--- config.mk ---
export PLATFORM = sky130hd
export DESIGN_NAME = memory_control_unit
export DESIGN_NICKNAME = d
export VERILOG_FILES = /design/src/common/mcu_pkg.sv /design/src/core/bank_window.sv /design/src/core/memory_control_unit.sv
export SDC_FILE = /design/constraint.sdc
export NUM_CORES = 1
export LEC_CHECK = 0
export BUFFER_PORTS_ARGS = -buffer_cell sky130_fd_sc_hd__buf_2
export CAP_MARGIN = 30
export CORE_MARGIN = 2
export CORE_UTILIZATION = 60
export CTS_CLUSTER_DIAMETER = 50
export CTS_CLUSTER_SIZE = 25
export DETAILED_ROUTE_END_ITERATION = 8
export GPL_ROUTABILITY_DRIVEN = 0
export PLACE_DENSITY_LB_ADDON = 0.25
export SLEW_MARGIN = 25
export SYNTH_ARGS = -nofsm -noshare
export SYNTH_HDL_FRONTEND = slang
export SYNTH_HIERARCHICAL = 1
export SYNTH_SLANG_ARGS = --single-unit
--- constraint.sdc ---
create_clock -name clock_i -period 4.38 [get_ports clock_i]
set_input_delay 1.314 -clock clock_i [delete_from_list [all_inputs] [get_ports clock_i]]
set_output_delay 1.314 -clock clock_i [all_outputs]
set_load 0.05 [all_outputs]
--- src/common/mcu_pkg.sv ---
// Functional notes
// - After reset the boot ROM answers from address zero and no RAM bank is decoded.
// - The first access to the normal ROM region leaves remap mode and RAM decodes again.
// - With a ROM module in its socket, the soldered ROM is never selected.
// - Every ROM and RAM access, single or four-beat burst, gets control, timing and acks.
// - The ROM region is one 1 MB window, 32 bits wide, built from two 16-bit devices.
// - Bank one is a fixed 4 MB; bank two is absent, 4 MB or 16 MB.
// - DRAM is run in fast page mode: one row opening serves all beats of a burst.
// - Each RAM bank has a writable start-address register that sets its window.
// - The controller runs synchronously on the single system bus clock.
package mcu_pkg;

  typedef struct packed {
    logic [31:0] addr;
    logic        write;
    logic        burst;
  } mem_req_type;

  typedef enum logic [3:0] {
    S_IDLE, S_DECODE, S_ROM, S_RAS, S_CAS, S_CAS_PRE, S_PRECHARGE, S_REF_CAS, S_REF_RAS
  } mcu_state_type;

  // Address map in 1 MB units
  localparam logic [11:0] ROM_BASE_MB    = 12'h400;
  localparam logic [11:0] LOW_MB         = 12'h000;
  localparam logic [11:0] BANK1_SIZE_MB  = 12'h004;
  localparam logic [11:0] BANK2_SMALL_MB = 12'h004;
  localparam logic [11:0] BANK2_LARGE_MB = 12'h010;
  localparam logic [11:0] NO_BANK_MB     = 12'h000;
  localparam logic [11:0] BANK1_BASE_RST = 12'h000;
  localparam logic [11:0] BANK2_BASE_RST = 12'h004;

  localparam int          NUM_BANKS   = 2;
  localparam int          NUM_STRAPS  = 3;
  localparam int          ROW_MSB     = 23;
  localparam int          ROW_LSB     = 13;
  localparam int          COL_MSB     = 12;
  localparam int          COL_LSB     = 2;
  localparam int          DRAM_ADDR_W = 11;
  localparam logic [1:0]  LAST_BEAT   = 2'h3;

  // Timing
  localparam int CLOCK_NS       = 10;
  localparam int ROM_ACCESS_NS  = 150;
  localparam int DRAM_ACCESS_NS = 80;
  localparam int RAS_CAS_NS     = 20;
  localparam int CAS_PRE_NS     = 10;
  localparam int PRECHARGE_NS   = 60;
  localparam int REF_SETUP_NS   = 10;
  localparam int REF_RAS_NS     = 80;
  localparam int REFRESH_NS     = 15600;

  localparam int ROM_CYC       = (ROM_ACCESS_NS + CLOCK_NS - 1) / CLOCK_NS;
  localparam int CAS_CYC       = (DRAM_ACCESS_NS + CLOCK_NS - 1) / CLOCK_NS;
  localparam int RAS_CAS_CYC   = (RAS_CAS_NS + CLOCK_NS - 1) / CLOCK_NS;
  localparam int CAS_PRE_CYC   = (CAS_PRE_NS + CLOCK_NS - 1) / CLOCK_NS;
  localparam int PRECHARGE_CYC = (PRECHARGE_NS + CLOCK_NS - 1) / CLOCK_NS;
  localparam int REF_SETUP_CYC = (REF_SETUP_NS + CLOCK_NS - 1) / CLOCK_NS;
  localparam int REF_RAS_CYC   = (REF_RAS_NS + CLOCK_NS - 1) / CLOCK_NS;
  localparam int REFRESH_CYC   = REFRESH_NS / CLOCK_NS;

endpackage

--- src/core/bank_window.sv ---
`timescale 1ns/100ps
module bank_window
  import mcu_pkg::*;
(
  input  wire logic [31:0] addr_i,
  input  wire logic [11:0] base_mb_i,
  input  wire logic [11:0] size_mb_i,
  output logic             hit_o,
  output logic [23:0]      offset_o
);

  logic [11:0] diff;

  // Difference form avoids wrap when base plus size passes the top of the map
  always_comb begin
    diff     = addr_i[31:20] - base_mb_i;
    hit_o    = (size_mb_i != NO_BANK_MB) && (addr_i[31:20] >= base_mb_i) && (diff < size_mb_i);
    offset_o = {diff[3:0], addr_i[19:0]};
  end

endmodule

--- src/core/memory_control_unit.sv ---
`timescale 1ns/100ps
module memory_control_unit
  import mcu_pkg::*;
(
  input  wire logic                   clock_i,
  input  wire logic                   reset_n_i,
  input  wire logic                   start_i,
  input  wire mem_req_type            req_i,
  input  wire logic                   base_wr_i,
  input  wire logic                   base_sel_i,
  input  wire logic [11:0]            base_data_i,
  input  wire logic                   rom_module_present_i,
  input  wire logic                   bank2_populated_i,
  input  wire logic                   bank2_large_i,
  output logic                        ack_o,
  output logic                        error_o,
  output logic                        remap_o,
  output logic                        rom_board_ce_n_o,
  output logic                        rom_module_ce_n_o,
  output logic                        rom_oe_n_o,
  output logic [1:0]                  rom_word_o,
  output logic [NUM_BANKS-1:0]        ras_n_o,
  output logic                        cas_n_o,
  output logic                        we_n_o,
  output logic [DRAM_ADDR_W-1:0]      dram_addr_o
);

  localparam int ROM_ACK_DELAY = ROM_CYC - 1;

  mcu_state_type        state;
  mem_req_type          cur;
  logic                 req_pend;
  logic                 ref_pend;
  logic [11:0]          ref_cnt;
  logic [7:0]           cnt;
  logic [1:0]           beat;
  logic                 bank;
  logic                 remap;
  logic [NUM_STRAPS-1:0] strap_meta;
  logic [NUM_STRAPS-1:0] strap_sync;
  logic [11:0]          base_mb [NUM_BANKS];
  logic [11:0]          size_mb [NUM_BANKS];
  logic [NUM_BANKS-1:0] hit;
  logic [23:0]          offset [NUM_BANKS];
  logic                 rom_normal;
  logic                 low_region;
  logic                 module_in;
  logic                 row_open;
  logic [DRAM_ADDR_W-1:0] col;

  ////////////////////////////////////////////////////////////////////////////
  // Strap pins from outside pass two flops before use
  generate
    for (genvar s = 0; s < NUM_STRAPS; s++) begin : g_sync
      always_ff @(posedge clock_i) begin
        if (!reset_n_i) begin
          strap_meta[s] <= 1'b0;
          strap_sync[s] <= 1'b0;
        end else begin
          strap_meta[s] <= (s == 0) ? rom_module_present_i :
                           (s == 1) ? bank2_populated_i : bank2_large_i;
          strap_sync[s] <= strap_meta[s];
        end
      end
    end
  endgenerate

  assign module_in = strap_sync[0];

  ////////////////////////////////////////////////////////////////////////////
  // Bank start registers and window decode
  always_ff @(posedge clock_i) begin
    if (!reset_n_i) begin
      base_mb[0] <= BANK1_BASE_RST;
      base_mb[1] <= BANK2_BASE_RST;
    end else if (base_wr_i) begin
      base_mb[base_sel_i] <= base_data_i;
    end
  end

  always_comb begin
    size_mb[0] = BANK1_SIZE_MB;
    size_mb[1] = !strap_sync[1] ? NO_BANK_MB :
                 strap_sync[2] ? BANK2_LARGE_MB : BANK2_SMALL_MB;
  end

  generate
    for (genvar b = 0; b < NUM_BANKS; b++) begin : g_bank
      bank_window u_window (
        .addr_i    (cur.addr),
        .base_mb_i (base_mb[b]),
        .size_mb_i (size_mb[b]),
        .hit_o     (hit[b]),
        .offset_o  (offset[b])
      );
    end
  endgenerate

  // The ROM window is a single 1 MB slot, so one megabyte compare decodes it
  assign rom_normal = (cur.addr[31:20] == ROM_BASE_MB);
  assign low_region = (cur.addr[31:20] == LOW_MB);

  ////////////////////////////////////////////////////////////////////////////
  // Request capture; the set wins over the clear so a start is never lost
  always_ff @(posedge clock_i) begin
    if (!reset_n_i) begin
      cur      <= '0;
      req_pend <= 1'b0;
    end else if (start_i) begin
      cur      <= req_i;
      req_pend <= 1'b1;
    end else if (state == S_IDLE) begin
      req_pend <= 1'b0;
    end
  end

  ////////////////////////////////////////////////////////////////////////////
  // Refresh timer, all on the one bus clock
  always_ff @(posedge clock_i) begin
    if (!reset_n_i) begin
      ref_cnt  <= '0;
      ref_pend <= 1'b0;
    end else begin
      if (ref_cnt == 12'(REFRESH_CYC - 1)) begin
        ref_cnt  <= '0;
        ref_pend <= 1'b1;
      end else begin
        ref_cnt <= ref_cnt + 12'h001;
        if (state == S_IDLE && !req_pend && ref_pend)
          ref_pend <= 1'b0;
      end
    end
  end

  ////////////////////////////////////////////////////////////////////////////
  // Remap mode: ROM at zero after reset until the normal ROM space is touched
  always_ff @(posedge clock_i) begin
    if (!reset_n_i) begin
      remap <= 1'b1;
    end else if (state == S_DECODE && rom_normal) begin
      remap <= 1'b0;
    end
  end

  assign remap_o = remap;

  ////////////////////////////////////////////////////////////////////////////
  // Access sequencer
  always_ff @(posedge clock_i) begin
    if (!reset_n_i) begin
      state   <= S_IDLE;
      cnt     <= '0;
      beat    <= '0;
      bank    <= 1'b0;
      ack_o   <= 1'b0;
      error_o <= 1'b0;
    end else begin
      ack_o   <= 1'b0;
      error_o <= 1'b0;
      case (state)
        S_IDLE: begin
          if (req_pend) begin
            state <= S_DECODE;
          end else if (ref_pend) begin
            state <= S_REF_CAS;
            cnt   <= 8'(REF_SETUP_CYC - 1);
          end
        end
        S_DECODE: begin
          beat <= '0;
          if (rom_normal || (remap && low_region && !cur.write)) begin
            state <= S_ROM;
            cnt   <= 8'(ROM_CYC - 1);
          end else if (remap && low_region) begin
            ack_o <= 1'b1;
            state <= S_IDLE;
          end else if (!remap && hit != '0) begin
            bank  <= !hit[0];
            state <= S_RAS;
            cnt   <= 8'(RAS_CAS_CYC - 1);
          end else begin
            error_o <= 1'b1;
            state   <= S_IDLE;
          end
        end
        S_ROM: begin
          if (cnt != '0) begin
            cnt <= cnt - 8'h01;
          end else begin
            ack_o <= 1'b1;
            if (cur.burst && beat != LAST_BEAT) begin
              beat <= beat + 2'h1;
              cnt  <= 8'(ROM_CYC - 1);
            end else begin
              state <= S_IDLE;
            end
          end
        end
        S_RAS: begin
          if (cnt != '0) begin
            cnt <= cnt - 8'h01;
          end else begin
            state <= S_CAS;
            cnt   <= 8'(CAS_CYC - 1);
          end
        end
        S_CAS: begin
          if (cnt != '0) begin
            cnt <= cnt - 8'h01;
          end else begin
            ack_o <= 1'b1;
            state <= S_CAS_PRE;
            cnt   <= 8'(CAS_PRE_CYC - 1);
          end
        end
        S_CAS_PRE: begin
          if (cnt != '0) begin
            cnt <= cnt - 8'h01;
          end else if (cur.burst && beat != LAST_BEAT) begin
            beat  <= beat + 2'h1;
            state <= S_CAS;
            cnt   <= 8'(CAS_CYC - 1);
          end else begin
            state <= S_PRECHARGE;
            cnt   <= 8'(PRECHARGE_CYC - 1);
          end
        end
        S_PRECHARGE: begin
          if (cnt != '0)
            cnt <= cnt - 8'h01;
          else
            state <= S_IDLE;
        end
        S_REF_CAS: begin
          if (cnt != '0) begin
            cnt <= cnt - 8'h01;
          end else begin
            state <= S_REF_RAS;
            cnt   <= 8'(REF_RAS_CYC - 1);
          end
        end
        S_REF_RAS: begin
          if (cnt != '0) begin
            cnt <= cnt - 8'h01;
          end else begin
            state <= S_PRECHARGE;
            cnt   <= 8'(PRECHARGE_CYC - 1);
          end
        end
        default: state <= S_IDLE;
      endcase
    end
  end

  ////////////////////////////////////////////////////////////////////////////
  // ROM pins
  always_ff @(posedge clock_i) begin
    if (!reset_n_i) begin
      rom_board_ce_n_o  <= 1'b1;
      rom_module_ce_n_o <= 1'b1;
      rom_oe_n_o        <= 1'b1;
      rom_word_o        <= '0;
    end else begin
      rom_board_ce_n_o  <= !(state == S_ROM && !module_in);
      rom_module_ce_n_o <= !(state == S_ROM && module_in);
      rom_oe_n_o        <= !(state == S_ROM && !cur.write);
      rom_word_o        <= cur.addr[3:2] + beat;
    end
  end

  ////////////////////////////////////////////////////////////////////////////
  // DRAM pins; the column moves out one cycle before CAS falls
  assign row_open = (state == S_RAS || state == S_CAS || state == S_CAS_PRE);
  // Between page beats the next column goes out in the gap, a cycle ahead of CAS falling
  assign col      = {offset[bank][COL_MSB:COL_LSB+2],
                     offset[bank][COL_LSB+1:COL_LSB] + beat + 2'(state == S_CAS_PRE)};

  generate
    for (genvar b = 0; b < NUM_BANKS; b++) begin : g_ras
      always_ff @(posedge clock_i) begin
        if (!reset_n_i)
          ras_n_o[b] <= 1'b1;
        else
          ras_n_o[b] <= !((row_open && bank == b) || state == S_REF_RAS);
      end
    end
  endgenerate

  always_ff @(posedge clock_i) begin
    if (!reset_n_i) begin
      cas_n_o     <= 1'b1;
      we_n_o      <= 1'b1;
      dram_addr_o <= '0;
    end else begin
      cas_n_o     <= !(state == S_CAS || state == S_REF_CAS || state == S_REF_RAS);
      we_n_o      <= !(row_open && cur.write);
      dram_addr_o <= (state == S_RAS && cnt != '0) ? offset[bank][ROW_MSB:ROW_LSB] : col;
    end
  end

  logic [2:0] acks_seen;
  always_ff @(posedge clock_i) begin
    if (!reset_n_i || state == S_DECODE)
      acks_seen <= '0;
    else if (ack_o)
      acks_seen <= acks_seen + 3'h1;
  end
endmodule

# Word-level counts from Yosys, hierarchy flattened
# Memories as Yosys holds them, arrays and structs flattened.
# Index checks and enable logic that the tools add are counted.
[word_totals]
memories = 1
output_inout_bits = 23
reg_bits = 92
mem_bits_rw = 24
input_bits = 54
word_cells = 185
[mem_list]
columns = ["memory", "depth", "word_bits", "rd", "rd_clocked_by_memory_dff", "write_ports", "line_no", "rtl"]
rows = [
  ["base_mb", 2, 12, 2, 0, 2, "memory_control_unit.sv:41", "logic [11:0] base_mb [NUM_BANKS];"],
]
[classes]
magnitude_cmp = 5
reduce_logical = 55
n_addsub = 8
bitwise_logic = 6
muxes = 54
eq_ne = 28
[op_table]
columns = ["cell", "n"]
rows = [
  ["$mux W8", 12],
  ["$mux W24", 3],
  ["$pmux W8 S8", 1],
  ["$mux W4", 10],
  ["$pmux W4 S9", 1],
  ["$ne A2 B2 Y1 const B", 13],
  ["$eq A12 B11 Y1 const B", 2],
  ["$ge A12 B12 Y1", 2],
  ["$sub A12 B12 Y12", 2],
  ["$logic_and A1 B1 Y1", 17],
  ["$eq A4 B3 Y1 const B", 4],
  ["$reduce_bool A8 Y1", 2],
  ["$mux W1", 14],
  ["$mux W2", 7],
  ["$add A12 B1 Y12 const B", 1],
  ["$logic_not A1 Y1", 12],
  ["$logic_not A12 Y1", 1],
  ["$lt A12 B3 Y1 const B", 1],
  ["$lt A12 B5 Y1", 1],
  ["$mux W12", 1],
  ["$ne A3 B3 Y1 const B", 4],
  ["$reduce_bool A12 Y1", 1],
  ["$reduce_or A12 Y1", 1],
  ["$mux W11", 1],
  ["other kinds (23)", 42],
]

# Logic depth before layout (Yosys ltp)
# Gate-level depths: netlist of run 1.
[logic_depth]
ltp_word = 11
mapped_depth = 20
ltp_nobuf = 19

# By module
# Netlist of run 1, hierarchy kept.
[modules_own_cells]
columns = ["module", "cells_each", "area_per_inst_um2", "seq_area_each_um2", "n_inst"]
rows = [
  ["memory_control_unit", 501, 5064.9, 2562.5, 1],
  ["bank_window at g_bank[0].u_window", 165, 1127.3, 0.0, 1],
  ["bank_window at g_bank[1].u_window", 145, 1047.3, 0.0, 1],
]

# Least setup slack after synthesis of run 1
# No wires, ideal clock.
[synth_timing]
kind = "register to register"
start = "reg cur[28] (netlist bit)"
end = "reg cnt[2]"
required_time_ps = 4250
stages_incl_launch_ff = 18
setup_time_ps = 130
t_arrival_ps = 3434
synth_period_minus_slack_ps = 3565
n_path_buf = 1
setup_slack_ps = 815
cell_sequence = "dfxtp_1 > ha_1 > and2_4 > a221o_1 > a21o_2 > or3_1 > o311ai_0 > ha_1 > nor2b_1 > o21ai_0 > o211ai_1 > nor4_1 > o21bai_1 > nand3_1 > o311a_1 > buf_2 > o21a_1 > o22ai_1"
[synth_via]
elab_chain_len = 7
elab_cells_between_ends = 21
classes_between = "add/sub (2); order compare (4); eq/ne (3); mux (2); reduce/logical (10)"
[synth_lines]
columns = ["item", "line_no", "rtl"]
rows = [
  ["start: declaration", "memory_control_unit.sv:31", "mem_req_type cur;"],
  ["start signal: assignment", "memory_control_unit.sv:110", "cur <= req_i;"],
  ["$sub A12 B12 Y12", "bank_window.sv:16", "diff = addr_i[31:20] - base_mb_i;"],
  ["$lt A12 B3 Y1", "bank_window.sv:17", "hit_o = (size_mb_i != NO_BANK_MB) && (addr_i[31:20] >= base_mb_i) && (diff < size_mb_i);"],
  ["$logic_and A1 B1 Y1 (*)", "bank_window.sv:17", ""],
  ["named net hit[0]", "memory_control_unit.sv:43", "logic [NUM_BANKS-1:0] hit;"],
  ["$reduce_bool A2 Y1 (*)", "memory_control_unit.sv:177", "end else if (!remap && hit != '0) begin"],
  ["$logic_and A1 B1 Y1 (*)", "memory_control_unit.sv:177", ""],
  ["$ne A3 B3 Y1 (no line) (*)", "n/a", ""],
  ["$reduce_and A7 Y1 (no line) (*)", "n/a", ""],
  ["end signal: assignment", "memory_control_unit.sv:173", "cnt <= 8'(ROM_CYC - 1);"],
  ["end signal: assignment", "memory_control_unit.sv:180", "cnt <= 8'(RAS_CAS_CYC - 1);"],
  ["end signal: assignment", "memory_control_unit.sv:188", "cnt <= cnt - 8'h01;"],
  ["end: declaration", "memory_control_unit.sv:35", "logic [7:0] cnt;"],
]
# Mark *: on every way through the listed nets, which the timed path passes. The rest lies on a longest branch.
# A chain may end at the register's enable or synchronous reset.

==> flow_summary_export.csv, run 1 <==
group,metric,value,unit
run_status,status,"finished, violations left",
run_status,violations,"design-rule violations",
grt,antenna_found_initial,0,
routing,vias,5853,
sta,tightestPinTransition,0.915,ns
clock_network,clock_sinks,114,
clock_network,insertion_delay,0.42,ns
sta,layout_setup_ws,0.379,ns
hold_path,hp-start,"module_in",
job,max_cap_violations,0,
worst_setup_path,cp-start-kind,"flop",
finish,fillers,890,
worst_setup_path,ff2ff_path_depth,18,
finish,stdcell_area,8130,µm²
routing,wl_per_cell,15.8,µm
worst_setup_path,reg2reg_from,"base_mb[0][6]",
worst_setup_path,crit_arrival,4.35,ns
clock_network,h-tree-depth,4,
place,pre_cts_slack,0.143,ns
sta,fin_crit_sh,91.3,%
finish,fin_nets,983,
floorplan,pin_count,77,
clock_network,clkSlewWorstSetupHoldPaths,0.05,ns
floorplan,num_rows,39,
worst_setup_path,worstPathRequired,4.73,ns
worst_setup_path,crit_slowest_cell,"nor4_2",
clock_network,cts_root_buf,"clkbuf_16",
grt,grtUsageTotal,26.7,%
sta,whs,0.404,ns
sta,fmax,0.250,GHz
sta,final_period_minus_worst_setup_slack,4.00,ns
synth,ys_warn_count,6,
routing,ant_nets,0,
finish,area_delta_synth_final,13.8,%
power,powerDensity,489,nW/µm²
floorplan,die_w,113,µm
worst_setup_path,path_cells,"inv_1, ha_1, and2_4, a221o_1, nor2b_4, or3_1, a21oi_1, ha_1, a21oi_1, nor2b_1, o21ai_0, o211ai_1, nor4_2, o21bai_2, nand3_2, o311a_4, o21ai_0, a31oi_1",
hold_path,min_delay_path_depth,1,
finish,n_antenna_cell,0,
worst_setup_path,endpoint_kind,"flop",
clock_network,cts_buffers,17,
place,port_buffers,74,
grt,grt_pass1_vias,5656,
routing,vias_per_cell,5.68,
power,leakagePower,0.00359,µW
place,hpwl,11800,µm
sta,relSlewSlack,38.9,%
place,placed_cell_area,7500,µm²
grt,grt_max_degree,41,
power,vdd_ir_drop_max,331,µV
floorplan,start_util,62.0,%
sta,rsz0062_at_grt,"no",
sta,hold_viol_final,0,
worst_setup_path,cpPeakStageDelay,0.43,ns
worst_setup_path,r2r_slack,0.38,ns
routing,drt_iter0_markers,653,
floorplan,dieHeight,113,µm
sta,tns,0,ns
floorplan,die_area,12800,µm²
hold_path,min_to,"rom_module_ce_n_o",
sta,fin_skew,0.00563,ns
floorplan,core,11500,µm²
routing,wl,16300,µm
clock_network,cts_tree,"done",
routing,dr.pass1.iters,8,
worst_setup_path,cp_max_fo,10,
synth,avgSynthCellArea,8.92,µm²
grt,grt_pass1_wl,27200,µm
synth,syn_inst,801,
clock_network,cts_max_path_buffers,2,
sta,setup_viol,0,
finish,final_layout_size_suffix_gt1_share,16.2,%
grt,grt_overflow,0,
sta,slew_violations,0,
synth,synthesis.area,7140,µm²
clock_network,post-cts-setup-buffers,0,
worst_setup_path,critPathKind,"flop to flop",
hold_path,hp-class,"flop to flop",
routing,drc_errors,11,
worst_setup_path,r2r_end,"cnt[3]",
-- registers in the layout (all words and copies together), names as in the netlist, 2 cells and up --
signal / flops
base_mb: 24
beat: 2
cnt: 8
cur: 32
dram_addr_o: 11
ras_n_o: 2
ref_cnt: 12
rom_word_o: 2
state: 4
strap_meta: 3
strap_sync: 2
-- worst max-delay path: cells and delay by family, from the launching register on --
kind / cells / cell delay (ns)
simple gates: 6 / 1.34
buf+inv: 1 / 0.04
compound gates: 9 / 1.64
flops: 1 / 0.32
fa+ha+maj: 2 / 0.60
-- area by class of cell --
type	count	area (µm²)	area share (%)
Timing Repair Buffer	82	450	5.54
Inverter	66	248	3.05
Tap cell	143	179	2.20
Clock buffer	26	509	6.27
Clock inverter	5	50.0	0.616
Multi-Input combinational cell	595	4170	51.3
Sequential cell	114	2520	31.0
-- metrics by stage --
stage / utilization (%) / instances / total power, µW
after global routing: 70.6 / 1031 / 4190
after floorplan: - / 843 / 2360
after global placement: 65.1 / 999 / 2540
after CTS: 70.0 / 1030 / 3920
after detailed placement: 65.1 / 999 / 2620
final: 70.6 / 1031 / 3970
-- worst max-delay path by stage --
stage                  startpoint     end  slack, ns  cells past startpoint
floorplan                 cur[28]  cnt[2]       0.82                     17
global placement          cur[22]  cnt[2]       0.23                     18
detailed placement        cur[22]  cnt[2]       0.14                     18
CTS                       cur[22]  cnt[3]       0.13                     18
global route        base_mb[0][6]  cnt[2]       0.02                     18
finish              base_mb[0][6]  cnt[3]       0.38                     18
-- power by group --
group	leakage (µW)	internal, µW	switching [µW]
combinational	0.00233	526	812
sequential	0.000974	1180	148
clock	0.000280	846	458
total	0.00359	2550	1420
-- what timing repair did --
| action | 4_1_cts | 5_1_grt |
|---|---|---|
| setup endpoints to repair | 0 | 8 |
| gates resized for setup | 0 | 9 |
| hold buffers | 0 | 0 |
-- placed cells by master, fill, tap and decap left out, types with 22 or more instances in the layout --
master and instances:
inv_1 66, conb_1 44, mux2i_1 37, dfxtp_1 90
nand2_1 33, nand3_1 22, edfxtp_1 24, o21ai_0 26
buf_2 74, ha_1 50, and2_1 43, a21oi_1 39
nor2_1 82
-- routing by layer --
layer	vias to the layer above	global-route usage, %	routed length, µm
li1	2892	-	-
met1	2685	37.3	7570
met2	251	41.8	7380
met3	25	5.52	1110
met4	0	8.37	232
met5	-	0	0
(Power assumes the default switching activity.)
==> run 2: changes to the inputs <==
--- a/config.mk
+++ b/config.mk
@@ -8,7 +8,7 @@
 export BUFFER_PORTS_ARGS = -buffer_cell sky130_fd_sc_hd__buf_2
 export CAP_MARGIN = 30
 export CORE_MARGIN = 2
-export CORE_UTILIZATION = 60
+export CORE_UTILIZATION = 45
 export CTS_CLUSTER_DIAMETER = 50
 export CTS_CLUSTER_SIZE = 25
 export DETAILED_ROUTE_END_ITERATION = 8
==> flow_summary_export.csv, run 2 (same netlist as run 1, synthesis figures left out) <==
group,metric,value,unit
power,leakagePower,0.00366,µW
worst_setup_path,crit_arrival,4.32,ns
floorplan,pin_count,77,
sta,tightestPinTransition,0.918,ns
floorplan,core,15700,µm²
place,placed_cell_area,7670,µm²
floorplan,die_w,130,µm
worst_setup_path,cp_max_fo,10,
finish,area_delta_synth_final,16.7,%
sta,fin_skew,0.00787,ns
clock_network,clkSlewWorstSetupHoldPaths,0.05,ns
grt,grt_pass1_wl,25300,µm
sta,hold_viol_final,0,
sta,fmax,0.248,GHz
power,p_sw,1430,µW
grt,grtUsageTotal,19.4,%
hold_path,min_to,"rom_module_ce_n_o",
worst_setup_path,cp-start-kind,"flop",
power,vdd_ir_drop_max,295,µV
finish,largest_reg_flops,32,
floorplan,die_area,16900,µm²
finish,final_common_cell,"dfxtp_1",
clock_network,h-tree-depth,4,
clock_network,cts_tree,"done",
finish,n_antenna_cell,0,
grt,antenna_found_initial,0,
routing,wl_per_cell,14.2,µm
worst_setup_path,critPathKind,"flop to flop",
power,swShare,35.1,%
place,hpwl,11600,µm
place,port_buffers,74,
finish,seqCellArea,2520,µm²
hold_path,hp-class,"flop to flop",
worst_setup_path,r2r_slack,0.35,ns
clock_network,cts_max_path_buffers,2,
worst_setup_path,endpoint_kind,"flop",
power,power.share.clock,35.4,%
finish,reg_top3,"cur (32), base_mb (24), ref_cnt (12)",
clock_network,insertion_delay,0.42,ns
clock_network,clock_sinks,114,
finish,multiInputGateArea,4150,µm²
routing,highest_layer,"met4",
worst_setup_path,ff2ff_path_depth,18,
worst_setup_path,reg2reg_from,"base_mb[0][1]",
run_status,status,"complete, no violations",
sta,setup_viol,0,
hold_path,min_delay_path_depth,1,
routing,met2_length,6400,µm
grt,grt_overflow,0,
power,p_comb_share,32.2,%
clock_network,cts_root_buf,"clkbuf_16",
floorplan,start_util,45.5,%
place,pre_cts_slack,0.141,ns
routing,met3_wirelength,947,µm
grt,grt_pass1_vias,5067,
routing,vias,5643,
finish,fin_nets,991,
grt,grt_max_degree,40,
routing,wl_met1,8060,µm
clock_network,cts_resized,0,
power,powerDensity,489,nW/µm²
finish,regMostFlops,"cur",
routing,drc_errors,0,
clock_network,cts_buffers,17,
routing,dr.pass1.iters,5,
routing,vias_per_cell,5.07,
sta,relSlewSlack,38.7,%
job,max_cap_violations,0,
hold_path,hp-start,"module_in",
finish,final_layout_size_suffix_gt1_share,17.2,%
worst_setup_path,worstPathRequired,4.66,ns
floorplan,dieHeight,130,µm
floorplan,num_rows,46,
worst_setup_path,r2r_end,"cnt[2]",
routing,ant_nets,0,
sta,slew_violations,0,
sta,final_period_minus_worst_setup_slack,4.03,ns
routing,drt_iter0_markers,328,
sta,fin_crit_sh,92.1,%
finish,fillers,1485,
power,power_frac_seq,32.4,%
power,intPower,2650,µW
finish,layout_common_cells,"dfxtp_1, nor2_1, buf_2, inv_1, ha_1",
finish,stdcell_area,8330,µm²
clock_network,hold_buffers,0,
routing,wl,15800,µm
clock_network,post-cts-setup-buffers,0,
sta,layout_setup_ws,0.345,ns
[run 2: cell count changes in the layout (fill, tap and decap cells not counted), sizes merged]
cell / before / now
buf: 82 / 90
bufinv: 1 / 3
clkbuf: 26 / 19
clkinv: 4 / 6
clkinvlp: 0 / 3
inv: 66 / 67
[run 2: power groups by stage]
stage / registers (µW) / logic, µW / clock network [µW]
floorplan: 1330 / 1030 / 0
global placement: 1340 / 1260 / 0
detailed placement: 1340 / 1280 / 0
CTS: 1320 / 1290 / 1470
global route: 1340 / 1470 / 1510
finish: 1320 / 1310 / 1440
[run 2: metrics by stage]
stage          setup TNS, ns  hold slack [ns]  utilization [%]  power, µW  instances
6_report                   0            0.404             53.0       4080       1113
3_5_place_dp               0            0.392             48.8       2610       1080
5_1_grt             -0.00461            0.419             53.0       4320       1113
4_1_cts                    0            0.407             52.8       4070       1112
3_3_place_gp               0            0.408             48.6       2600       1079
2_1_floorplan              0            0.378                -       2360        843
[run 2: worst max path at each step]
stage                  start  endpoint  slack [ns]  cells after the start
3_3_place_gp   base_mb[0][1]    cnt[2]        0.13                     18
6_report       base_mb[0][1]    cnt[2]        0.35                     18
4_1_cts        base_mb[0][1]    cnt[2]        0.11                     18
5_1_grt        base_mb[0][1]    cnt[2]      -0.005                     18
2_1_floorplan        cur[28]    cnt[2]        0.82                     17
3_5_place_dp   base_mb[0][0]    cnt[2]        0.14                     17
[run 2: worst max-delay path: stages, from the launching register on]
cell and delay, ns:
edfxtp_1 0.45, inv_1 0.07, ha_1 0.31, nor2b_1 0.17, o21ai_2 0.20, a211oi_1 0.13, or3_1 0.41, a21oi_1 0.15
ha_1 0.26, a21oi_1 0.14, nor2b_1 0.06, o21ai_0 0.14, o211ai_1 0.14, nor4_2 0.38, o21bai_1 0.19, nand3_1 0.20
o311a_4 0.29, o21a_1 0.14, o22ai_1 0.07
[run 2: final cells by class]
type	count	share of cell area, %
flip-flops and latches	114	30.3
repair buffers	90	6.22
inverters	66	2.97
multi-input cells	595	49.8
clock buffers	19	5.57
well taps	216	3.24
clock inverters	13	1.88
[run 2: layer usage]
metal / global-route usage [%] / vias up
li1: - / 2900
met1: 28.4 / 2552
met2: 27.3 / 164
met3: 4.96 / 27
met4: 7.34 / 0
met5: 0 / -
==> run 3: changes to the inputs <==
--- a/config.mk
+++ b/config.mk
@@ -14,8 +14,9 @@
 export DETAILED_ROUTE_END_ITERATION = 8
 export GPL_ROUTABILITY_DRIVEN = 0
 export PLACE_DENSITY_LB_ADDON = 0.25
+export REMOVE_ABC_BUFFERS = 1
+export SETUP_SLACK_MARGIN = 0.15
 export SLEW_MARGIN = 25
 export SYNTH_ARGS = -nofsm -noshare
 export SYNTH_HDL_FRONTEND = slang
-export SYNTH_HIERARCHICAL = 1
 export SYNTH_SLANG_ARGS = --single-unit
==> flow_summary_export.csv, run 3 <==
group,metric,value,unit
run_status,status,"complete, no violations",
power,swShare,35.9,%
routing,vias,5577,
power,powerDensity,528,nW/µm²
synth,yosys-top-cells-count,"dfxtp_1, nand2_1, inv_1",
finish,final_layout_size_suffix_gt1_share,15.8,%
power,intPower,2610,µW
floorplan,die_w,126,µm
routing,drc_errors,0,
grt,antenna_found_initial,0,
clock_network,cts_buffers,17,
clock_network,h-tree-depth,4,
synth,synth_flop_cell,"dfxtp_1",
synth,synth_top_area_share,27.1,%
floorplan,pin_count,77,
finish,layout_common_cells,"dfxtp_1, buf_2, nand2_1, inv_1, nor2_1",
routing,ant_nets,0,
finish,area_delta_synth_final,16.0,%
sta,tightestPinTransition,0.768,ns
synth,synth_cell_types,80,
finish,stdcell_count,995,
power,power.share.clock,34.7,%
power,leakagePower,0.00332,µW
grt,grt_max_degree,67,
worst_setup_path,cp-start-kind,"flop",
sta,slew_violations,0,
sta,rsz0062_at_grt,"no",
clock_network,cts_tree,"done",
hold_path,hp-class,"flop to flop",
grt,grt_pass1_vias,5431,
routing,wl,15800,µm
synth,yosysMostFrequentCell,"dfxtp_1",
sta,final_period_minus_worst_setup_slack,4.01,ns
sta,fmax,0.250,GHz
finish,fillers,1290,
grt,grt_pass1_wl,25700,µm
worst_setup_path,crit_slowest_cell,"fa_1",
clock_network,insertion_delay,0.42,ns
routing,vias_per_cell,5.61,
place,placed_cell_area,7080,µm²
worst_setup_path,crit_arrival,4.30,ns
finish,stdcell_area,7710,µm²
finish,reg_top3,"cur (32), base_mb (24), ref_cnt (12)",
synth,synth-seq-cells,114,
finish,final_common_cell,"dfxtp_1",
clock_network,cts_root_buf,"clkbuf_16",
place,port_buffers,74,
sta,tns,0,ns
synth,avgSynthCellArea,8.97,µm²
power,vdd_ir_drop_max,337,µV
power,power_frac_seq,32.1,%
sta,hold_viol_final,0,
worst_setup_path,cpPeakStageDelay,0.42,ns
floorplan,dieHeight,126,µm
floorplan,num_rows,44,
clock_network,post-cts-setup-buffers,0,
sta,setup_viol,0,
power,p_comb_share,33.2,%
place,place_inst,963,
routing,drt_iter0_markers,344,
synth,synthArstFlopShare,0,%
floorplan,die_area,15800,µm²
worst_setup_path,worstPathRequired,4.68,ns
grt,grt_overflow,0,
sta,whs,0.422,ns
worst_setup_path,critPathKind,"flop to flop",
synth,syn_inst,741,
power,p_sw,1460,µW
finish,largest_reg_flops,32,
worst_setup_path,path_cells,"inv_1, ha_1, inv_1, fa_1, a211oi_2, nor2_1, xor2_1, ha_1, a2111oi_2, nand4_1, a2111o_1, a2111o_1, nor4_2, o31ai_2, o221a_1",
clock_network,clkSlewWorstSetupHoldPaths,0.06,ns
synth,synthesis.area,6640,µm²
sta,fin_skew,0.0146,ns
finish,fin_nets,885,
synth,yosysTopAreaCell,"dfxtp_1",
place,hpwl,11700,µm
clock_network,cts_max_path_buffers,2,
synth,synth_enable_flop_cells,24,
synth,yosysSeqAreaShare,38.0,%
synth,ys_warn_count,0,
sta,fin_crit_sh,91.5,%
sta,relSlewSlack,48.3,%
floorplan,start_util,45.9,%
grt,grtUsageTotal,20.0,%
worst_setup_path,cp_max_fo,6,
routing,dr.pass1.iters,5,
worst_setup_path,endpoint_kind,"flop",
floorplan,core,14500,µm²
finish,n_antenna_cell,0,
synth,synth.area.top_cells,"dfxtp_1, edfxtp_1, mux2i_1, ha_1, nor2b_1",
routing,wl_per_cell,15.9,µm
clock_network,clock_sinks,114,
finish,regMostFlops,"cur",
job,max_cap_violations,0,
[run 3: cell families (layout without fill, tap and decap cells)]
| logic type | after synthesis | count (layout) | synth area share (%) |
|---|---|---|---|
| and+or+nand+nor | 278 | 278 | 22.3 |
| muxes | 44 | 44 | 6.67 |
| xor gates and xnor gates | 23 | 23 | 3.03 |
| AOI/OAI and AO/OA | 158 | 158 | 17.5 |
| DFF | 114 | 114 | 38.0 |
| buffers and inverters | 91 | 161 | 5.93 |
| adders and majority gates | 33 | 33 | 6.55 |
[run 3: timing repair]
| action | CTS | global route |
|---|---|---|
| gates resized for setup | 0 | 1 |
| hold buffers | 0 | 0 |
| endpoints found under the setup margin | 0 | 6 |
[run 3: path summary, 6_finish.rpt]
check	cells past startpoint	to	from	slack (ns)
hold / removal	1	rom_module_ce_n_o	module_in	0.42
setup / recovery	15	cnt[5]	cur[22]	0.37
setup reg to reg	15	cnt[5]	cur[22]	0.37
hold reg to reg	1	rom_module_ce_n_o	module_in	0.42
[run 3: layer usage]
metal  part of all wire, %  global-route usage (%)  routed length (µm)
met4                   2.7                    8.56                 430
met2                    50                    34.9                7870
met1                    43                    23.5                6810
met3                   4.6                    4.54                 734
met5                     0                       0                   0
[run 3: area by class of cell]
type	count	area, µm²	share of cell area [%]
sequential	114	2520	32.7
inverter	51	191	2.48
clock inverter	9	86.3	1.12
multi-input combinational	536	3730	48.4
clock buffer	23	532	6.90
tap	184	230	2.99
timing repair buffer	78	413	5.36
[run 3: critical path: cells and delay by family (launching register included)]
| kind | cells | cell delay (ns) |
|---|---|---|
| AOI/OAI and AO/OA | 6 | 1.98 |
| buffers and inverters | 2 | 0.13 |
| xor gates and xnor gates | 1 | 0.16 |
| DFF | 1 | 0.32 |
| and+or+nand+nor | 3 | 0.50 |
| adders and majority gates | 3 | 0.78 |
[run 3: per-stage QoR]
stage,util (%),setup WS (ns),total power [µW]
after global routing,53.2,0.166,4300
after floorplan,-,0.708,2320
after detailed placement,48.9,0.339,2660
after CTS,53.2,0.239,4090
after global placement,48.8,0.432,2620
final,53.2,0.374,4070
[run 3: power groups by stage]
stage	Clock (µW)	Sequential [µW]	Combinational, µW
final	1410	1310	1350
after CTS	1440	1300	1350
after detailed placement	0	1320	1330
after global routing	1480	1320	1490
after floorplan	0	1390	934
after global placement	0	1320	1300
